[src/logic/fsg_pkg.sv]
package fsg_pkg;

  // ---------------------------------------------------------------
  // register map (byte addresses on the ahb-lite slave)
  // ---------------------------------------------------------------
  localparam logic [7:0] ADDR_PS_CTRL   = 8'h00;
  localparam logic [7:0] ADDR_LIMIT     = 8'h04;
  localparam logic [7:0] ADDR_LOCK_WE   = 8'h08;
  localparam logic [7:0] ADDR_LOCK_RD   = 8'h0C;
  localparam logic [7:0] ADDR_STATUS    = 8'h10;
  localparam logic [7:0] ADDR_VARIANT   = 8'h14;

  // ---------------------------------------------------------------
  // field positions and reset values
  // ---------------------------------------------------------------
  localparam int         PS_WE_BIT      = 0;
  localparam int         PS_EE_BIT      = 1;
  localparam logic [1:0] PS_CTRL_RESET  = 2'h0;
  localparam logic [7:0] LIMIT_RESET    = 8'h00;
  localparam logic [7:0] LOCK_ERASED    = 8'hFF;
  localparam logic [7:0] DENIED_DATA    = 8'h00;
  localparam logic [7:0] LIMIT_LOW_BYTE = 8'h00;

  // ---------------------------------------------------------------
  // flash geometry
  // ---------------------------------------------------------------
  localparam int          BLOCK_SHIFT   = 13;
  localparam int          PAGE_SHIFT    = 9;
  localparam logic [15:0] RESERVED_BASE = 16'hFC00;
  localparam logic [15:0] LOCK_WE_64K   = 16'hFBFE;
  localparam logic [15:0] LOCK_RD_64K   = 16'hFBFF;
  localparam logic [15:0] LOCK_WE_32K   = 16'h7FFE;
  localparam logic [15:0] LOCK_RD_32K   = 16'h7FFF;
  localparam logic [2:0]  LOCK_BLK_64K  = 3'h7;
  localparam logic [2:0]  LOCK_BLK_32K  = 3'h3;

  typedef enum logic [1:0] {
    FSG_OP_READ,
    FSG_OP_WRITE,
    FSG_OP_ERASE
  } fsg_op_t;

  typedef enum logic [1:0] {
    FSG_SRC_DEBUG,
    FSG_SRC_DATA_MOVE,
    FSG_SRC_CODE_READ
  } fsg_src_t;

  // one flash access request from either requester
  typedef struct packed {
    logic        valid;
    fsg_src_t    src;
    fsg_op_t     op;
    logic        scratch;
    logic [15:0] addr;
    logic [15:0] pc;
  } fsg_req_t;

  // verdict for the flash controller
  typedef struct packed {
    logic valid;
    logic grant;
    logic full_erase;
    logic blank_read;
  } fsg_resp_t;

endpackage

[src/logic/fsg_guard.sv]
// Functional notes
// - software write needs write enable, erase both
// - each lock bit covers one 8k block
// - lock bit zero blocks debug access type
// - scratchpad locked only when byte is zero
// - lock byte addresses depend on variant
// - software may write, not erase lock page
// - locked debug read returns undefined data
// - lock bytes always readable, writable to zero
// - lock page guarded by bit 7 or 3
// - unlocked lock page erasable, unlocks everything
// - locked: erase at lock byte means full erase
// - full erase only from debug port
// - limit address is register byte then 0x00
// - upper code cannot touch lower flash data
// - blocked code read returns 0x00
// - fetch and branch into lower stay allowed
// - lower code is unrestricted
// - limit register written once per reset
// - limit resets to zero, all readable
// - reserved area always blocked; the code blocks it only when VARIANT_32K is 0
// - lock bytes do not restrict firmware
// - reserved area is 0xFC00 to 0xFFFF
// - erase covers a 512-byte page
//
// Chosen here: register access over AHB-Lite and the address map.
`timescale 1ns/10ps
`default_nettype none

module fsg_guard
  import fsg_pkg::*;
#(
  parameter bit VARIANT_32K = 1'b0
)(
  input  wire logic              clk,
  input  wire logic              resetn,
  input  wire logic [31:0]       haddr,
  input  wire logic [1:0]        htrans,
  input  wire logic              hwrite,
  input  wire logic [2:0]        hsize,
  input  wire logic [31:0]       hwdata,
  input  wire logic              hsel,
  input  wire logic              hready,
  output logic [31:0]            hrdata,
  output logic                   hreadyout,
  output logic                   hresp,
  input  wire fsg_pkg::fsg_req_t req,
  input  wire logic [7:0]        flash_rdata,
  output fsg_pkg::fsg_resp_t     resp,
  output logic [7:0]             guard_rdata,
  output logic [7:0]             guard_wdata_mask
);
  import fsg_pkg::*;

  // only whole-word transfers reach the registers
  logic word_access;
  assign word_access = (hsize == 3'h2);

  // ---------------------------------------------------------------
  // helpers
  // ---------------------------------------------------------------
  function automatic logic is_lock_addr(input logic [15:0] a);
    logic [15:0] we_a;
    logic [15:0] rd_a;
    we_a = VARIANT_32K ? LOCK_WE_32K : LOCK_WE_64K;
    rd_a = VARIANT_32K ? LOCK_RD_32K : LOCK_RD_64K;
    is_lock_addr = (a == we_a) || (a == rd_a);
  endfunction

  function automatic logic is_lock_page(input logic [15:0] a);
    logic [15:0] we_a;
    we_a = VARIANT_32K ? LOCK_WE_32K : LOCK_WE_64K;
    is_lock_page = (a[15:PAGE_SHIFT] == we_a[15:PAGE_SHIFT]);
  endfunction

  function automatic logic block_open(input logic [7:0] lock, input logic [15:0] a,
                                      input logic scr);
    logic [2:0] blk;
    blk = a[15:BLOCK_SHIFT];
    if (scr)
      block_open = (lock != 8'h00);
    else if (VARIANT_32K && blk[2])
      block_open = 1'b1;
    else
      block_open = lock[blk];
  endfunction

  // ---------------------------------------------------------------
  // registers
  // ---------------------------------------------------------------
  logic [1:0]  ps_ctrl;
  logic [7:0]  limit;
  logic        limit_done;
  logic [7:0]  lock_we;
  logic [7:0]  lock_rd;
  logic [7:0]  deny_count;
  logic [7:0]  full_erase_count;

  logic        ph_valid;
  logic        ph_write;
  logic [7:0]  ph_addr;

  always_ff @(posedge clk or negedge resetn)
  begin
    if (!resetn)
    begin
      ph_valid <= 1'b0;
      ph_write <= 1'b0;
      ph_addr  <= 8'h00;
    end
    else if (hready)
    begin
      ph_valid <= hsel && htrans[1] && word_access;
      ph_write <= hwrite;
      ph_addr  <= haddr[7:0];
    end
  end

  logic wr_en;
  assign wr_en = ph_valid && ph_write;

  always_ff @(posedge clk or negedge resetn)
  begin
    if (!resetn)
      ps_ctrl <= PS_CTRL_RESET;
    else if (wr_en && ph_addr == ADDR_PS_CTRL)
      ps_ctrl <= hwdata[1:0];
  end

  always_ff @(posedge clk or negedge resetn)
  begin
    if (!resetn)
    begin
      limit      <= LIMIT_RESET;
      limit_done <= 1'b0;
    end
    else if (wr_en && ph_addr == ADDR_LIMIT && !limit_done)
    begin
      limit      <= hwdata[7:0];
      limit_done <= 1'b1;
    end
  end

  // ---------------------------------------------------------------
  // access decision
  // ---------------------------------------------------------------
  logic [15:0] limit_addr;
  assign limit_addr = {limit, LIMIT_LOW_BYTE};

  logic       lock_page_locked;
  logic [2:0] lock_blk;
  assign lock_blk = VARIANT_32K ? LOCK_BLK_32K : LOCK_BLK_64K;
  assign lock_page_locked = !lock_we[lock_blk];

  logic       in_reserved;
  logic       upper_code;
  logic       below_limit;
  logic       is_dbg;
  logic       grant;
  logic       full_erase;
  logic       blank;

  always_comb
  begin
    in_reserved = !VARIANT_32K && !req.scratch && (req.addr >= RESERVED_BASE);
    upper_code  = (req.pc >= limit_addr);
    below_limit = !req.scratch && (req.addr < limit_addr);
    is_dbg      = (req.src == FSG_SRC_DEBUG);
    grant       = 1'b0;
    full_erase  = 1'b0;
    blank       = 1'b0;
    if (in_reserved)
      grant = 1'b0;
    else if (is_dbg)
    begin
      case (req.op)
        FSG_OP_READ:
          if (!req.scratch && is_lock_addr(req.addr))
            grant = 1'b1;
          else
            grant = block_open(lock_rd, req.addr, req.scratch);
        FSG_OP_WRITE:
          if (!req.scratch && is_lock_addr(req.addr))
            grant = 1'b1;
          else
            grant = block_open(lock_we, req.addr, req.scratch);
        FSG_OP_ERASE:
          if (!req.scratch && is_lock_page(req.addr) && !lock_page_locked)
            grant = 1'b1;
          else if (!req.scratch && is_lock_addr(req.addr))
          begin
            grant      = 1'b1;
            full_erase = 1'b1;
          end
          else
            grant = block_open(lock_we, req.addr, req.scratch);
        default:
          grant = 1'b0;
      endcase
    end
    else
    begin
      // firmware: lock bytes ignored; enables, limit, lock page and read source apply
      if (upper_code && below_limit)
      begin
        grant = 1'b0;
        blank = (req.src == FSG_SRC_CODE_READ) && (req.op == FSG_OP_READ);
      end
      else
      begin
        case (req.op)
          FSG_OP_READ:  grant = (req.src == FSG_SRC_CODE_READ);
          FSG_OP_WRITE: grant = ps_ctrl[PS_WE_BIT];
          FSG_OP_ERASE:
            grant = ps_ctrl[PS_WE_BIT] && ps_ctrl[PS_EE_BIT]
                    && !(!req.scratch && is_lock_page(req.addr));
          default:      grant = 1'b0;
        endcase
      end
    end
  end

  // ---------------------------------------------------------------
  // lock byte shadows, follow granted flash updates
  // ---------------------------------------------------------------
  logic [15:0] we_addr;
  logic [15:0] rd_addr;
  assign we_addr = VARIANT_32K ? LOCK_WE_32K : LOCK_WE_64K;
  assign rd_addr = VARIANT_32K ? LOCK_RD_32K : LOCK_RD_64K;

  always_ff @(posedge clk or negedge resetn)
  begin
    if (!resetn)
    begin
      lock_we <= LOCK_ERASED;
      lock_rd <= LOCK_ERASED;
    end
    else if (req.valid && grant && req.op == FSG_OP_ERASE
             && (full_erase || (!req.scratch && is_lock_page(req.addr))))
    begin
      lock_we <= LOCK_ERASED;
      lock_rd <= LOCK_ERASED;
    end
    else if (req.valid && grant && req.op == FSG_OP_WRITE && !req.scratch)
    begin
      if (req.addr == we_addr)
        lock_we <= lock_we & flash_rdata;
      if (req.addr == rd_addr)
        lock_rd <= lock_rd & flash_rdata;
    end
  end

  // ---------------------------------------------------------------
  // verdict outputs
  // ---------------------------------------------------------------
  always_ff @(posedge clk or negedge resetn)
  begin
    if (!resetn)
    begin
      resp        <= '0;
      guard_rdata <= 8'h00;
    end
    else
    begin
      resp.valid      <= req.valid;
      resp.grant      <= req.valid && grant;
      resp.full_erase <= req.valid && full_erase;
      resp.blank_read <= req.valid && blank;
      guard_rdata     <= (grant) ? flash_rdata : DENIED_DATA;
    end
  end

  assign guard_wdata_mask = lock_we;

  always_ff @(posedge clk or negedge resetn)
  begin
    if (!resetn)
    begin
      deny_count       <= 8'h00;
      full_erase_count <= 8'h00;
    end
    else if (req.valid)
    begin
      if (!grant)
        deny_count <= deny_count + 8'h01;
      if (full_erase)
        full_erase_count <= full_erase_count + 8'h01;
    end
  end

  // ---------------------------------------------------------------
  // ahb-lite read mux
  // ---------------------------------------------------------------
  always_ff @(posedge clk or negedge resetn)
  begin
    if (!resetn)
      hrdata <= 32'h0000_0000;
    else if (hready && hsel && htrans[1] && !hwrite && word_access)
    begin
      case (haddr[7:0])
        ADDR_PS_CTRL: hrdata <= {30'h0, ps_ctrl};
        ADDR_LIMIT:   hrdata <= {23'h0, limit_done, limit};
        ADDR_LOCK_WE: hrdata <= {24'h0, lock_we};
        ADDR_LOCK_RD: hrdata <= {24'h0, lock_rd};
        ADDR_STATUS:  hrdata <= {16'h0, full_erase_count, deny_count};
        ADDR_VARIANT: hrdata <= {31'h0, VARIANT_32K};
        default:      hrdata <= 32'h0000_0000;
      endcase
    end
  end

  assign hreadyout = 1'b1;
  assign hresp     = 1'b0;

endmodule

`default_nettype wire

[config.mk]
export PLATFORM = sky130hd
export DESIGN_NAME = fsg_guard
export DESIGN_NICKNAME = d
export VERILOG_FILES = /design/src/logic/fsg_pkg.sv /design/src/logic/fsg_guard.sv
export SDC_FILE = /design/constraint.sdc
export NUM_CORES = 1
export LEC_CHECK = 0
export BUFFER_PORTS_ARGS = -buffer_cell sky130_fd_sc_hd__buf_2
export CELL_PAD_IN_SITES_DETAIL_PLACEMENT = 1
export CELL_PAD_IN_SITES_GLOBAL_PLACEMENT = 1
export CORE_ASPECT_RATIO = 0.8
export CORE_UTILIZATION = 37
export DETAILED_ROUTE_END_ITERATION = 8
export PLACE_DENSITY_LB_ADDON = 0.1
export SLEW_MARGIN = 25
export SYNTH_ARGS = -nofsm -noshare
export SYNTH_HDL_FRONTEND = slang
export SYNTH_SLANG_ARGS = --single-unit
[constraint.sdc]
create_clock -name clk -period 3 [get_ports clk]
set_input_delay 0.15 -clock clk [delete_from_list [all_inputs] [get_ports clk]]
set_output_delay 0.15 -clock clk [all_outputs]
set_load 0.01 [all_outputs]
==> run_results.csv <==
group,metric,value,unit
timing,fin_worst_skew,0.007796,ns
logic_synthesis,syn-cell-area,0.004372,mm²
clock_tree,htree_levels,3,
placed_design,numPortBuffers,106,
timing,setup_ws,0.2289,ns
global_route,antenna_found_initial,0,
clock_tree,clock-sinks,81,
route,drtAntennaViolNets,0,
run_status,status,"finished, final reports clean",
logic_synthesis,yosysTopAreaCell,"dfrtp_1",
timing,slew_violations,0,
cells_and_area,insertedDiodeCount,0,
floorplanning,die_x,123.5,µm
route,vias,3642,
clock_tree,clkTransAtPathRegs,0.06,ns
logic_synthesis,synth.top_cell.area_share,0.3721,
placed_design,pre_cts_slack,0.2494,ns
cells_and_area,nets,661,
logic_synthesis,synthTopCellsByCount,"65 x dfrtp_1, 60 x nand2_1, 22 x buf_4",
route,routed_via_density,5.380,
floorplanning,placementRows,35,
logic_synthesis,avgSynthCellArea,10.48,µm²
critical_path,startpoint_type,"flip-flop",
logic_synthesis,synthArstFlopShare,1.000,
global_route,grt_pass1_wl,19410,µm
timing,worst_pin_slew,0.7995,ns
critical_path,worstPathArrival,2.99,ns
floorplanning,io_pins,174,
logic_synthesis,yosysUniqueCellTypes,57,
cells_and_area,drive_above_1_share,0.3346,
logic_synthesis,ys_warn_count,0,
timing,period_share,0.9237,
global_route,overflow,0,
route,drt_iter0_markers,189,
timing,final.setup.tns,0,ns
clock_tree,clk_path_buf_depth,2,
run,max_cap_viol_count,0,
clock_tree,cts_tree,"yes",
logic_synthesis,synthFlopType,"dfrtp_1",
power_and_ir_drop,intPower,0.002076,W
cells_and_area,area_growth,22.21,%
critical_path,reg2reg_to,"deny_count[1]$_DFFE_PN0P_",
power_and_ir_drop,clockPowerShare,0.439,
power_and_ir_drop,total_leakage_power,2.567,nW
power_and_ir_drop,ir_worst_vdd,0.0002512,V
global_route,grt_max_degree,82,
critical_path,crit_start,"limit[6]$_DFFE_PN0P_",
global_route,grt_pass1_vias,3678,
clock_tree,cts_root_buf,"clkbuf_16",
clock_tree,numCtsBuffers,9,
placed_design,gp_congestion,0.8244,
logic_synthesis,synth_edf_count,0,
timing,rsz0062_at_grt,"false",
critical_path,critPathMaxFanout,5,
logic_synthesis,ys_seq_elements,81,
critical_path,rrSetupSlack,0.23,ns
critical_path,critPathTopFamily,"compound AO/OA/AOI/OAI gates",
timing,relSlewSlack,0.4595,
critical_path,max_stage_delay,0.41,ns
timing,timing.fmax,360.9,MHz
route,wl,12070,µm
placed_design,dpl.hpwl,8938,µm
critical_path,setup.worst_path.class,"flip-flop to flip-flop",
critical_path,r2r-start,"limit[6]$_DFFE_PN0P_",
power_and_ir_drop,power.density,524.7,mW/mm²
floorplanning,fp.coreArea,0.01152,mm²
critical_path,crit_end,"deny_count[1]$_DFFE_PN0P_",
critical_path,critPathSlowestCell,"dfrtp_1",
power_and_ir_drop,seqPwrFrac,0.444,
global_route,grtUsageTotal,0.2091,
route,drc,0,
floorplanning,start_util,0.3796,
clock_tree,clk_latency,0.34,ns
critical_path,required,3.22,ns
route,first_pass_iters,4,
logic_synthesis,yosysSeqAreaShare,0.4682,
timing,finalHoldViolCount,0,
worst_hold_path,hold_path.class,"primary input to flip-flop",
power_and_ir_drop,p_switching,0.0007271,W
route,wire_per_inst,17.83,µm
critical_path,crit_buf_inv,1,
power_and_ir_drop,sw_frac_of_total,0.2594,
logic_synthesis,syn_inst,417,
timing,finalSetupViolCount,0,
logic_synthesis,synth_most_common_cell,"dfrtp_1",
timing,min_period,2.771,ns
critical_path,cp_num_cells,9,
power_and_ir_drop,power_frac_comb,0.117,
cells_and_area,nFillCells,1308,
logic_synthesis,synth_area_leaders,"dfrtp_1 37%, dfstp_2 9.6%, nand2_1 5.2%, mux2_2 4.9%, ha_1 4.9%",
floorplanning,die_area,0.01226,mm²
critical_path,reg2reg_depth,9,
critical_path,crit_chain,"inv_1 -> ha_1 -> a21oi_1 -> o22ai_1 -> a2111oi_2 -> o311ai_2 -> a31oi_4 -> nand2_1 -> mux2_1",
critical_path,endpoint_kind,"flip-flop",
floorplanning,die_height,99.22,µm
-- routing by layer --
layer,vias to the layer above,wire length (µm),share of wire,GRT usage
met5,-,0,0,0
met4,0,135,0.011,0.05561
met3,16,522,0.043,0.03842
met2,127,5507,0.46,0.3279
met1,1789,5905,0.49,0.2956
li1,1710,-,-,-
-- per-stage QoR --
step | instance area, µm² | cells | power, W | hold WS [ns] | util
floorplan | 4432 | 433 | 0.001441 | -0.1456 | -
CTS | 5284 | 673 | 0.002829 | 0.03055 | 0.4588
finish | 5343 | 677 | 0.002803 | 0.04847 | 0.4639
global placement | 4947 | 657 | 0.001565 | 0.3880 | 0.4295
global route | 5343 | 677 | 0.002930 | 0.04167 | 0.4639
detailed placement | 4947 | 657 | 0.001584 | 0.3902 | 0.4295
-- power groups by stage --
stage	Clock, W	Combinational [W]	Sequential (W)
after floorplan	0	0.000208	0.00123
after global placement	0	0.000308	0.00126
after detailed placement	0	0.000322	0.00126
after CTS	0.00126	0.000323	0.00124
after global routing	0.00130	0.000375	0.00126
final	0.00123	0.000329	0.00124
-- logic make-up after synthesis --
kind of cell,Yosys count,share of synthesized area
fa+ha+maj,17,0.04865
simple gates,142,0.1754
xor+xnor,14,0.02805
compound gates,84,0.1388
buf+inv,49,0.06611
flops,81,0.4682
other cells,2,0.001718
mux,28,0.07298
-- what timing repair did --
item                                   CTS  global route
setup buffers                            0             2
setup endpoints to repair                0            13
gates resized for setup                  0             4
hold buffers                             0             1
endpoints found under the hold margin    0            65
-- flip-flops by register name, indices dropped and copies added, names as in the netlist --
register          count
deny_count            8
full_erase_count      8
guard_rdata           8
guard_wdata_mask      8
hrdata               16
limit                 8
limit_done            1
lock_rd               8
ph_addr               8
ph_valid              1
ph_write              1
ps_ctrl               2
resp                  4
-- cells in the final DEF, fill, tap and decap left out, drive strengths merged, types with 16 or more instances in the layout --
master  count
o21ai      23
dfstp      16
buf       112
inv        18
conb       18
mux2       21
dfrtp      65
ha         17
o41ai      16
nand2      61
-- worst min path at each step --
stage,slack (ns),from,to,depth (start not counted)
floorplan,-0.15,resetn,deny_count[0]$_DFFE_PN0P_,0
global placement,0.39,resetn,guard_rdata[4]$_DFF_PN0_,1
detailed placement,0.39,hwdata[6],limit[6]$_DFFE_PN0P_,2
CTS,0.03,resetn,guard_rdata[4]$_DFF_PN0_,1
global route,0.04,hwdata[6],limit[6]$_DFFE_PN0P_,2
finish,0.05,hwdata[6],limit[6]$_DFFE_PN0P_,2
-- final cells by class --
cell class | count | area, µm² | share of cell area
flip-flops and latches | 81 | 2047 | 0.3831
well taps | 148 | 185.2 | 0.03466
repair buffers | 113 | 595.6 | 0.1115
inverters | 15 | 56.30 | 0.01054
multi-input cells | 304 | 2122 | 0.3972
clock inverters | 6 | 97.59 | 0.01827
clock buffers | 10 | 239.0 | 0.04473
(Power assumes the default switching activity.)
